===== src/hdl/irsr_defines.svh =====
// offsets, field positions, reset values and constants of the status block
`ifndef IRSR_DEFINES_SVH
`define IRSR_DEFINES_SVH

`define IRSR_ADDR_W            16
`define IRSR_DATA_W            32
`define IRSR_SRC_OFFSET        16'hF680
`define IRSR_CUR_OFFSET        16'hF6A0
`define IRSR_EVT_STATUS_OFFSET 16'hF6B0
`define IRSR_EVT_MASK_OFFSET   16'hF6B4

`define IRSR_PCI_ERR_BIT       22
`define IRSR_NAND_BIT          21
`define IRSR_RSVD_BIT          20
`define IRSR_TMR2_BIT          19
`define IRSR_TMR1_BIT          18
`define IRSR_TMR0_BIT          17
`define IRSR_PCI_CONTROLLER_BIT          16
`define IRSR_PCI_DMA_CONTROLLER_BIT         15
`define IRSR_OWN_BIT           14
`define IRSR_DMA_MSB           13
`define IRSR_DMA_LSB           10
`define IRSR_SRC_RST           32'h0000_0000

`define IRSR_FLAG_BIT          16
`define IRSR_LVL_MSB           10
`define IRSR_LVL_LSB           8
`define IRSR_CAUSE_MSB         4
`define IRSR_CAUSE_LSB         0
`define IRSR_FLAG_RST          1'h1
`define IRSR_LVL_RST           3'h0
`define IRSR_CAUSE_RST         5'h1F

`define IRSR_EVT_W             3
`define IRSR_EVT_REPORT        0
`define IRSR_EVT_SOURCE        1
`define IRSR_EVT_WITHDRAW      2
`define IRSR_EVT_RST           3'h0

`define IRSR_RESP_OKAY         2'h0
`define IRSR_RESP_SLVERR       2'h2

`endif


===== src/hdl/irsr_pkg.sv =====
// types shared by the interrupt status reporting block
package irsr_pkg;
   typedef struct packed {
      logic       no_request;
      logic [2:0] level;
      logic [4:0] cause;
   } irsr_report_t;

   typedef enum logic [4:0] {
      IRSR_CAUSE_MEM_ECC       = 5'h00,
      IRSR_CAUSE_WR_TIMEOUT    = 5'h01,
      IRSR_CAUSE_DMA_CH0       = 5'h0A,
      IRSR_CAUSE_OWN_SOURCE    = 5'h0E,
      IRSR_CAUSE_PCI_DMA       = 5'h0F,
      IRSR_CAUSE_PCI_CTRL      = 5'h10,
      IRSR_CAUSE_TIMER0        = 5'h11,
      IRSR_CAUSE_NAND_CTRL     = 5'h15,
      IRSR_CAUSE_PCI_ERROR     = 5'h16,
      IRSR_CAUSE_SERIAL_PERIPH = 5'h1F
   } irsr_cause_t;
endpackage


===== src/hdl/irsr_evt_if.sv =====
// event carrier between the register front end and the sticky status keeper
`timescale 1ns/1ps
interface irsr_evt_if #(
   parameter int W = 3
);
   logic [W-1:0] set;
   logic [W-1:0] clr;
   logic         mask_we;
   logic [W-1:0] mask_wdata;
   logic [W-1:0] status;
   logic [W-1:0] mask;

   modport front (output set, output clr, output mask_we,
                  output mask_wdata, input status, input mask);
   modport keeper (input set, input clr, input mask_we,
                   input mask_wdata, output status, output mask);
endinterface


===== src/hdl/irsr_src_sampler.sv =====
// registers the raw source request word and flags any new request
`timescale 1ns/1ps
`include "irsr_defines.svh"
module irsr_src_sampler #(
   parameter int W = 32
) (
   input  wire logic         aclk,
   input  wire logic         aresetn,
   input  wire logic [W-1:0] raw,
   output logic      [W-1:0] state,
   output logic              rise
);
   logic [W-1:0] next_state;

   assign next_state = raw;

   always_ff @(posedge aclk) begin
      if (!aresetn) begin
         state <= W'(`IRSR_SRC_RST);
      end else begin
         state <= next_state;
      end
   end

   // a source that goes from idle to requesting
   always_ff @(posedge aclk) begin
      if (!aresetn) begin
         rise <= 1'b0;
      end else begin
         rise <= |(next_state & ~state);
      end
   end
endmodule


===== src/hdl/irsr_irq_keeper.sv =====
// sticky event status, mask and the level interrupt output
`timescale 1ns/1ps
`include "irsr_defines.svh"
module irsr_irq_keeper #(
   parameter int W = 3
) (
   input  wire logic aclk,
   input  wire logic aresetn,
   irsr_evt_if.keeper evt,
   output logic      irq
);
   logic [W-1:0] status_q;
   logic [W-1:0] mask_q;
   logic [W-1:0] next_status;
   logic [W-1:0] next_mask;

   assign evt.status = status_q;
   assign evt.mask   = mask_q;
   assign next_status = (status_q & ~evt.clr) | evt.set;
   assign next_mask   = evt.mask_we ? evt.mask_wdata : mask_q;

   // a set arriving with its clear wins
   always_ff @(posedge aclk) begin
      if (!aresetn) begin
         status_q <= W'(`IRSR_EVT_RST);
      end else begin
         status_q <= next_status;
      end
   end

   always_ff @(posedge aclk) begin
      if (!aresetn) begin
         mask_q <= W'(`IRSR_EVT_RST);
      end else if (evt.mask_we) begin
         mask_q <= evt.mask_wdata;
      end
   end

   always_ff @(posedge aclk) begin
      if (!aresetn) begin
         irq <= 1'b0;
      end else begin
         // follows status and mask as they stand after this edge
         irq <= |(next_status & next_mask);
      end
   end
endmodule


===== src/hdl/irsr_top.sv =====
// interrupt status reporting registers behind an AXI4-Lite slave
// What this block does
// (RULE_01) Source bit 22 follows the PCI bus error, bit 21 the NAND unit.
// (RULE_02) Source bit 20 is reserved and never reports a request.
// (RULE_03) Source bits 19, 18, 17 follow timer channels 2, 1, 0.
// (RULE_04) Source bit 16 follows the PCI controller, bit 15 its DMA unit.
// (RULE_05) Source bit 14 follows the interrupt unit's own source.
// (RULE_06) Source bits 13 down to 10 follow DMA channels 3 down to 0.
// (RULE_07) A source bit reads 1 while requesting, else 0, and ignores writes.
// (RULE_08) Current bit 16 reads 0 once a request went out, else 1; resets 1.
// (RULE_09) Current bits 10:8 give the reported request's level 0 to 7.
// (RULE_10) Level and cause carry no meaning while bit 16 reads 1.
// (RULE_11) Level resets to 000; bits 31:17, 15:11, 7:5 reserved, read-only.
// (RULE_12) Bits 4:0 hold the read-only cause, reset value 11111.
// (RULE_13) The cause code names the reported source, 00000 to 11111.
// (RULE_14) Flag, level and cause move on one edge so one read is consistent.
//
// Chosen here: register access over AXI4-Lite.
`timescale 1ns/1ps
`include "irsr_defines.svh"
module irsr_top (
   input  wire logic        aclk,
   input  wire logic        aresetn,
   // AXI4-Lite slave
   input  wire logic [15:0] s_axi_awaddr,
   input  wire logic [2:0]  s_axi_awprot,
   input  wire logic        s_axi_awvalid,
   output logic             s_axi_awready,
   input  wire logic [31:0] s_axi_wdata,
   input  wire logic [3:0]  s_axi_wstrb,
   input  wire logic        s_axi_wvalid,
   output logic             s_axi_wready,
   output logic [1:0]       s_axi_bresp,
   output logic             s_axi_bvalid,
   input  wire logic        s_axi_bready,
   input  wire logic [15:0] s_axi_araddr,
   input  wire logic [2:0]  s_axi_arprot,
   input  wire logic        s_axi_arvalid,
   output logic             s_axi_arready,
   output logic [31:0]      s_axi_rdata,
   output logic [1:0]       s_axi_rresp,
   output logic             s_axi_rvalid,
   input  wire logic        s_axi_rready,
   // source request lines
   input  wire logic        pci_bus_error,
   input  wire logic        nand_flash_controller,
   input  wire logic [2:0]  timer_channel,
   input  wire logic        pci_controller,
   input  wire logic        pci_dma_controller,
   input  wire logic        interrupt_unit_source,
   input  wire logic [3:0]  dma_channel,
   // request currently forwarded to the core by the priority logic
   input  wire logic        core_req_pending,
   input  wire logic [2:0]  reported_priority_level,
   input  wire logic [4:0]  reported_cause,
   // interrupt
   output logic             irq
);
   localparam int AW = `IRSR_ADDR_W;
   localparam int DW = `IRSR_DATA_W;
   localparam int EW = `IRSR_EVT_W;

   // word-aligned register match
   function automatic logic addr_is(input logic [AW-1:0] a,
                                    input logic [AW-1:0] off);
      addr_is = (a[AW-1:2] == off[AW-1:2]);
   endfunction

   // one-hot select: source, current, event status, event mask
   function automatic logic [3:0] reg_sel(input logic [AW-1:0] a);
      reg_sel    = 4'h0;
      reg_sel[0] = addr_is(a, `IRSR_SRC_OFFSET);
      reg_sel[1] = addr_is(a, `IRSR_CUR_OFFSET);
      reg_sel[2] = addr_is(a, `IRSR_EVT_STATUS_OFFSET);
      reg_sel[3] = addr_is(a, `IRSR_EVT_MASK_OFFSET);
   endfunction

   function automatic logic addr_mapped(input logic [AW-1:0] a);
      addr_mapped = |reg_sel(a);
   endfunction

   //------------------------------------------------------------------
   // source request word
   //------------------------------------------------------------------
   logic [DW-1:0] src_raw;
   logic [DW-1:0] source_request_state;
   logic          src_rise;

   always_comb begin
      src_raw                             = '0;
      src_raw[`IRSR_PCI_ERR_BIT]          = pci_bus_error;         // [RULE_01]
      src_raw[`IRSR_NAND_BIT]             = nand_flash_controller; // [RULE_01]
      src_raw[`IRSR_RSVD_BIT]             = 1'b0;                  // [RULE_02]
      src_raw[`IRSR_TMR2_BIT]             = timer_channel[2];      // [RULE_03]
      src_raw[`IRSR_TMR1_BIT]             = timer_channel[1];      // [RULE_03]
      src_raw[`IRSR_TMR0_BIT]             = timer_channel[0];      // [RULE_03]
      src_raw[`IRSR_PCI_CONTROLLER_BIT]             = pci_controller;        // [RULE_04]
      src_raw[`IRSR_PCI_DMA_CONTROLLER_BIT]            = pci_dma_controller;    // [RULE_04]
      src_raw[`IRSR_OWN_BIT]              = interrupt_unit_source; // [RULE_05]
      src_raw[`IRSR_DMA_MSB:`IRSR_DMA_LSB] = dma_channel;          // [RULE_06]
   end

   // 1 while requesting, 0 otherwise; no write path reaches it [RULE_07]
   irsr_src_sampler #(
      .W (DW)
   ) u_src (
      .aclk    (aclk),
      .aresetn (aresetn),
      .raw     (src_raw),
      .state   (source_request_state),
      .rise    (src_rise)
   );

   //------------------------------------------------------------------
   // current request snapshot
   //------------------------------------------------------------------
   irsr_pkg::irsr_report_t current_report;
   irsr_pkg::irsr_report_t next_report;

   always_comb begin
      next_report.no_request = ~core_req_pending;        // [RULE_08]
      next_report.level      = reported_priority_level;  // [RULE_09]
      next_report.cause      = reported_cause;           // [RULE_13]
   end

   // a forwarded request moves all three fields on one edge [RULE_14]
   // with none forwarded only the flag moves: level and cause keep their
   // last or reset values, so reset values stay readable [RULE_10]
   always_ff @(posedge aclk) begin
      if (!aresetn) begin
         current_report.no_request <= `IRSR_FLAG_RST;   // [RULE_08]
         current_report.level      <= `IRSR_LVL_RST;    // [RULE_11]
         current_report.cause      <= `IRSR_CAUSE_RST;  // [RULE_12]
      end else begin
         current_report.no_request <= next_report.no_request;
         if (core_req_pending) begin
            current_report.level <= next_report.level;
            current_report.cause <= next_report.cause;
         end
      end
   end

   logic [DW-1:0] current_interrupt_state;

   // reserved bits stay zero and take no write [RULE_11]
   always_comb begin
      current_interrupt_state = '0;
      current_interrupt_state[`IRSR_FLAG_BIT] = current_report.no_request;
      current_interrupt_state[`IRSR_LVL_MSB:`IRSR_LVL_LSB] =
         current_report.level;                            // [RULE_09]
      current_interrupt_state[`IRSR_CAUSE_MSB:`IRSR_CAUSE_LSB] =
         current_report.cause;                            // [RULE_12]
   end

   //------------------------------------------------------------------
   // events and interrupt
   //------------------------------------------------------------------
   irsr_evt_if #(.W(EW)) evt ();

   logic          report_prev;
   logic [EW-1:0] evt_set;

   always_ff @(posedge aclk) begin
      if (!aresetn) begin
         report_prev <= 1'b0;
      end else begin
         report_prev <= ~current_report.no_request;
      end
   end

   always_comb begin
      evt_set                     = '0;
      evt_set[`IRSR_EVT_REPORT]   = ~current_report.no_request & ~report_prev;
      evt_set[`IRSR_EVT_SOURCE]   = src_rise;
      evt_set[`IRSR_EVT_WITHDRAW] = current_report.no_request & report_prev;
   end

   assign evt.set = evt_set;

   irsr_irq_keeper #(
      .W (EW)
   ) u_irq (
      .aclk    (aclk),
      .aresetn (aresetn),
      .evt     (evt),
      .irq     (irq)
   );

   //------------------------------------------------------------------
   // AXI4-Lite write path: address and data taken in either order
   //------------------------------------------------------------------
   logic [AW-1:0] wr_addr;
   logic [DW-1:0] wr_data;
   logic [3:0]    wr_strb;
   logic          aw_held;
   logic          w_held;
   logic          wr_fire;
   logic [1:0]    bresp_q;
   logic          bvalid_q;

   assign s_axi_awready = ~aw_held & ~bvalid_q;
   assign s_axi_wready  = ~w_held & ~bvalid_q;
   assign wr_fire       = aw_held & w_held & ~bvalid_q;

   always_ff @(posedge aclk) begin
      if (!aresetn) begin
         aw_held <= 1'b0;
         wr_addr <= '0;
      end else if (s_axi_awvalid && s_axi_awready) begin
         aw_held <= 1'b1;
         wr_addr <= s_axi_awaddr;
      end else if (wr_fire) begin
         aw_held <= 1'b0;
      end
   end

   always_ff @(posedge aclk) begin
      if (!aresetn) begin
         w_held  <= 1'b0;
         wr_data <= '0;
         wr_strb <= '0;
      end else if (s_axi_wvalid && s_axi_wready) begin
         w_held  <= 1'b1;
         wr_data <= s_axi_wdata;
         wr_strb <= s_axi_wstrb;
      end else if (wr_fire) begin
         w_held <= 1'b0;
      end
   end

   always_ff @(posedge aclk) begin
      if (!aresetn) begin
         bvalid_q <= 1'b0;
         bresp_q  <= `IRSR_RESP_OKAY;
      end else if (wr_fire) begin
         bvalid_q <= 1'b1;
         bresp_q  <= addr_mapped(wr_addr) ? `IRSR_RESP_OKAY
                                          : `IRSR_RESP_SLVERR;
      end else if (s_axi_bready) begin
         bvalid_q <= 1'b0;
      end
   end

   assign s_axi_bvalid = bvalid_q;
   assign s_axi_bresp  = bresp_q;

   // only the low byte lane reaches the event registers
   logic       wr_lane0;
   logic [3:0] wr_sel;

   assign wr_lane0 = wr_fire & wr_strb[0];
   assign wr_sel   = reg_sel(wr_addr);

   always_comb begin
      evt.clr = '0;
      if (wr_lane0 && wr_sel[2]) begin
         evt.clr = wr_data[EW-1:0];
      end
   end

   assign evt.mask_we    = wr_lane0 & wr_sel[3];
   assign evt.mask_wdata = wr_data[EW-1:0];

   //------------------------------------------------------------------
   // AXI4-Lite read path
   //------------------------------------------------------------------
   logic [DW-1:0] next_rdata;
   logic [1:0]    next_rresp;
   logic [DW-1:0] rdata_q;
   logic [1:0]    rresp_q;
   logic          rvalid_q;
   logic [3:0]    rd_sel;

   assign s_axi_arready = ~rvalid_q;
   assign rd_sel        = reg_sel(s_axi_araddr);

   always_comb begin
      next_rdata = '0;
      next_rresp = `IRSR_RESP_OKAY;
      case (rd_sel)
         4'h1: begin
            next_rdata = source_request_state;
         end
         4'h2: begin
            next_rdata = current_interrupt_state;
         end
         4'h4: begin
            next_rdata[EW-1:0] = evt.status;
         end
         4'h8: begin
            next_rdata[EW-1:0] = evt.mask;
         end
         default: begin
            next_rresp = `IRSR_RESP_SLVERR;
         end
      endcase
   end

   always_ff @(posedge aclk) begin
      if (!aresetn) begin
         rvalid_q <= 1'b0;
      end else if (s_axi_arvalid && s_axi_arready) begin
         rvalid_q <= 1'b1;
      end else if (s_axi_rready) begin
         rvalid_q <= 1'b0;
      end
   end

   always_ff @(posedge aclk) begin
      if (!aresetn) begin
         rdata_q <= '0;
         rresp_q <= `IRSR_RESP_OKAY;
      end else if (s_axi_arvalid && s_axi_arready) begin
         rdata_q <= next_rdata;
         rresp_q <= next_rresp;
      end
   end

   assign s_axi_rvalid = rvalid_q;
   assign s_axi_rdata  = rdata_q;
   assign s_axi_rresp  = rresp_q;

   // protection attributes carry no meaning here
   logic prot_unused;

   assign prot_unused = ^{s_axi_awprot, s_axi_arprot};
endmodule


===== config.mk =====
export PLATFORM = sky130hd
export DESIGN_NAME = irsr_top
export DESIGN_NICKNAME = d
export VERILOG_FILES = /design/src/hdl/irsr_pkg.sv /design/src/hdl/irsr_evt_if.sv /design/src/hdl/irsr_src_sampler.sv /design/src/hdl/irsr_irq_keeper.sv /design/src/hdl/irsr_top.sv
export VERILOG_INCLUDE_DIRS = /design/src /design/src/hdl
export SDC_FILE = /design/constraint.sdc
export NUM_CORES = 1
export LEC_CHECK = 0
export BUFFER_PORTS_ARGS = -buffer_cell sky130_fd_sc_hd__buf_2
export CORE_MARGIN = 2
export CORE_UTILIZATION = 41
export CTS_CLUSTER_DIAMETER = 150
export DETAILED_ROUTE_END_ITERATION = 8
export HOLD_SLACK_MARGIN = 0.15
export PLACE_DENSITY_LB_ADDON = 0.1
export SLEW_MARGIN = 30
export SYNTH_ARGS = -nofsm -noshare
export SYNTH_HDL_FRONTEND = slang
export SYNTH_SLANG_ARGS = --single-unit

===== constraint.sdc =====
create_clock -name aclk -period 1.8 [get_ports aclk]
set_input_delay 0.18 -clock aclk [delete_from_list [all_inputs] [get_ports aclk]]
set_output_delay 0.18 -clock aclk [all_outputs]
set_load 0.02 [all_outputs]

==> results.txt <==
The run finished with clean final reports. After synthesis, the largest area contributor takes up 50.28% of total cell area. The number of buffers between clock root and the deepest sink is 2. The placer's final routability congestion estimate came out at 0.7409. The overall routed net length is 6.507 mm. In this run the critical register-to-register path is launched from wr_addr[6]$_SDFFE_PN0P_. The cell area after synthesis is 2907 µm². Row generation in the floorplan step produced 30 rows. In the final routed layout, each cell accounts on average for 11.58 µm.

The fraction of final layout cells with drive strength greater than 1 came out at 25.75%. In this run the most critical hold path is launched from aresetn. The switching power as a share of total power is 23.49%. The half-perimeter wire length after detailed placement is 4.471 mm. The average cell area after synthesis is 8.781 µm². The setup clock skew after layout came out at 0.005480 ns. Summed over all layers, the global routing overflow is 0. The post-route core utilization came out at 59.25%.

Traced cell by cell, the critical path runs through and4bb_2 -> and3_1 -> a41oi_1 -> o221a_2 -> a221o_1. The CTS tree is done. The finished cells cover 4048 µm².

The count of max-cap constraint violations is 0. The signed area change from the synthesized netlist to the final layout is 39.26%. The H-tree depth reported by CTS is 3. The part of the cycle the worst path needs came out at 92.73%. The count of buffers inserted at the top-level ports came out at 86. In this run the worst path has a maximum fanout of 4. Cell internal power was estimated by the tool at 2.667 mW. The number of warning messages in the yosys log is 0. The clock network burns 38.7% of the power. The via count of the first global-routing pass is 2391.

The post-place instance area is 3408 µm². The number of vias per cell after detailed routing came out at 4.635. The areal power density over the cells is 861.2 nW/µm². Buffers inserted during clock tree synthesis total 9. The area of the die is 7778 µm². The repair_antennas step left the layout with diodes totalling 0. The register area share after synthesis came out at 50.28%. The cell type of the slowest stage on the worst timing path is sky130_fd_sc_hd__dfxtp_1.

The worst setup path startpoint is wr_addr[6]$_SDFFE_PN0P_. The synthesized netlist cell count is 331. After the last flow step, the layout net total stands at 564.

The number of distinct library cells after synthesis came out at 37. Sorting the synthesized cells by area gives the leading types as sky130_fd_sc_hd__dfxtp_1 (50%), sky130_fd_sc_hd__nand2_1 (5.3%), sky130_fd_sc_hd__nor2_1 (5.3%). The final hold violation count came out at 0. The root buffer cell is sky130_fd_sc_hd__clkbuf_8. In this run the worst hold path is classified as input port to flip-flop.

Setup repair after global routing left no endpoint under its margin. The worst setup path is of the flip-flop to flip-flop kind. The number of iterations in the first detailed-routing pass is 4. The count of non-filler cells in the finished layout came out at 562. Combinational cells account for 11.8% of the total power. The overall global routing resource usage came out at 17.38%.

The worst setup path is captured at a flip-flop. The clock-pin slew of the registers on the worst-case setup and hold paths came out at 0.07 ns. Registers are responsible for 49.5% of the overall power.

The detailed-route DRC error count came out at 0. The leakage power of the design is 1.873 nW. For this design the total switching power over the nets is 0.8189 mW. The floorplan step set the die height to 88.20 µm. The die width came out at 88.20 µm. The clock sink total is 73. The first global-routing pass estimated 10.45 mm of wire. The count of endpoints failing setup in the final report came out at 0. The count of placed standard cells including taps came out at 506. The total area inside the core boundary comes to 6832 µm². The data arrival at the endpoint of the critical path is 1.89 ns. The worst path in the final design needs a cycle of 1.669 ns, including I/O delays and setup.

The number of antenna violations at the first check in global routing is 0. The clock latency on the worst-skew pair is 0.34 ns. STA classifies the critical path startpoint as a flip-flop. Synthesis inferred 73 register bits.

sky130_fd_sc_hd__dfxtp_1 takes more of the synthesized area than any other cell. STA puts the critical path data required time at 2.03 ns. The number of max-slew violations in the final report is 0. Across the VDD grid, the largest voltage drop is 0.4838 mV.

The final route contains 2605 vias. The sum of negative setup slack is 0 ns. In this design, the stage delay of the slowest critical-path cell is 0.31 ns. The post-detailed-route count of antenna-violating nets came out at 0. The highest clock rate is 599.1 MHz.

The number of primary I/O pins came out at 144. In this run, the number of DRC markers left after iteration 0 of detailed routing was 83. The initial cell density of the core is 42.55%. Entering global routing, the biggest net connects 29 pins.
power groups by stage:
stage | Clock (mW) | Combinational [mW] | Sequential (mW)
floorplan | 0 | 0.238 | 1.76
global placement | 0 | 0.339 | 1.76
detailed placement | 0 | 0.341 | 1.76
CTS | 1.39 | 0.410 | 1.73
global route | 1.47 | 0.458 | 1.73
finish | 1.35 | 0.412 | 1.73
cells in the mapped netlist (all sizes together):
cell,count
or4b,2
mux2i,15
and4bb,2
nand3,4
and2,14
buf,17
a21o,1
dfxtp,73
a41oi,2
a31oi,3
nor3,2
nand4,3
a22oi,16
a221o,1
o21a,3
o21ai,10
conb,1
nor4b,1
nor2,42
nand2,41
clkbuf,14
nand4b,1
clkinv,1
inv,21
nand2b,4
a221oi,3
o221a,1
and3,4
and3b,1
o22ai,3
mux2,1
a21oi,24
flip-flops by register name (all words and copies together), names as in the netlist:
register / count
s_axi_rdata: 19
wr_addr: 14
u_src.state: 12
current_interrupt_state: 9
u_irq.evt.mask: 3
u_irq.evt.status: 3
wr_data: 3
aw_held: 1
report_prev: 1
s_axi_bresp: 1
s_axi_bvalid: 1
s_axi_rresp: 1
s_axi_rvalid: 1
u_irq.irq: 1
u_src.rise: 1
w_held: 1
wr_strb: 1
metrics by stage:
stage | total power [mW] | setup WS (ns) | hold slack (ns)
2_1_floorplan | 1.996 | 0.1240 | 0.3017
3_3_place_gp | 2.100 | -0.01385 | 0.4020
3_5_place_dp | 2.104 | -0.03024 | 0.4016
4_1_cts | 3.529 | 0.03559 | 0.1855
5_1_grt | 3.667 | 0.008506 | 0.2224
6_report | 3.486 | 0.1308 | 0.2039
worst paths after layout:
check	end	slack, ns	cells after the start
worst min-delay path	current_interrupt_state[4]$_SDFFE_PN1P_	0.20	2
worst max register to register	u_irq.irq$_SDFF_PN0_	0.13	5
worst min register to register	wr_addr[15]$_SDFFE_PN0P_	0.45	2
worst max-delay path	u_irq.irq$_SDFF_PN0_	0.13	5
final cells by class:
class / count / area [µm²]
clock buffer: 13 / 178.9
clock inverter: 2 / 35.03
fill: 666 / 2784
inverter: 22 / 82.58
multi-input combinational: 219 / 1254
sequential: 73 / 1461
tap: 96 / 120.1
timing repair buffer: 137 / 915.9
cells in the final DEF, fill, tap and decap left out, drive strengths merged:
master	synthesis	layout
and3b	1	1
and2	14	14
nand2	41	41
buf	17	96
inv	21	21
a22oi	16	16
nand4	3	3
nor3	2	2
a31oi	3	3
mux2i	15	15
nand3	4	4
or4b	2	2
a221o	1	1
mux2	1	1
nor4b	1	1
nand2b	4	4
and3	4	4
clkinv	1	2
a21oi	24	24
conb	1	15
o221a	1	1
a221oi	3	3
nor2	42	42
dlygate4sd3	0	41
dfxtp	73	73
a41oi	2	2
o22ai	3	3
and4bb	2	2
nand4b	1	1
bufinv	0	1
o21ai	10	10
o21a	3	3
clkbuf	14	13
a21o	1	1
critical path, delay by kind of cell (launching register included):
kind / cells / cell delay, ns
compound gates: 3 / 0.70
simple gates: 2 / 0.54
flops: 1 / 0.31
cells by family (layout without fill, tap and decap cells):
| kind of cell | after synthesis | after routing | synth area share [%] |
|---|---|---|---|
| buffers and inverters | 53 | 174 | 8.911 |
| and+or+nand+nor | 121 | 121 | 20.41 |
| DFF | 73 | 73 | 50.28 |
| other | 1 | 15 | 0.1290 |
| muxes | 16 | 16 | 5.553 |
| AOI/OAI and AO/OA | 67 | 67 | 14.72 |
layer usage:
layer | track usage (%) | part of all wire [%] | up-vias
li1 | - | - | 1352
met5 | 0 | 0 | -
met2 | 26.79 | 45 | 74
met3 | 3.864 | 5.5 | 12
met4 | 8.402 | 1.8 | 0
met1 | 23.07 | 47 | 1167
timing repair:
item,in CTS,in global routing
hold buffers,41,0
buffers inserted,0,0
setup endpoints to repair,0,10
hold endpoints to repair,41,0
resized for setup,0,2
Power figures use the tool's default switching activity.
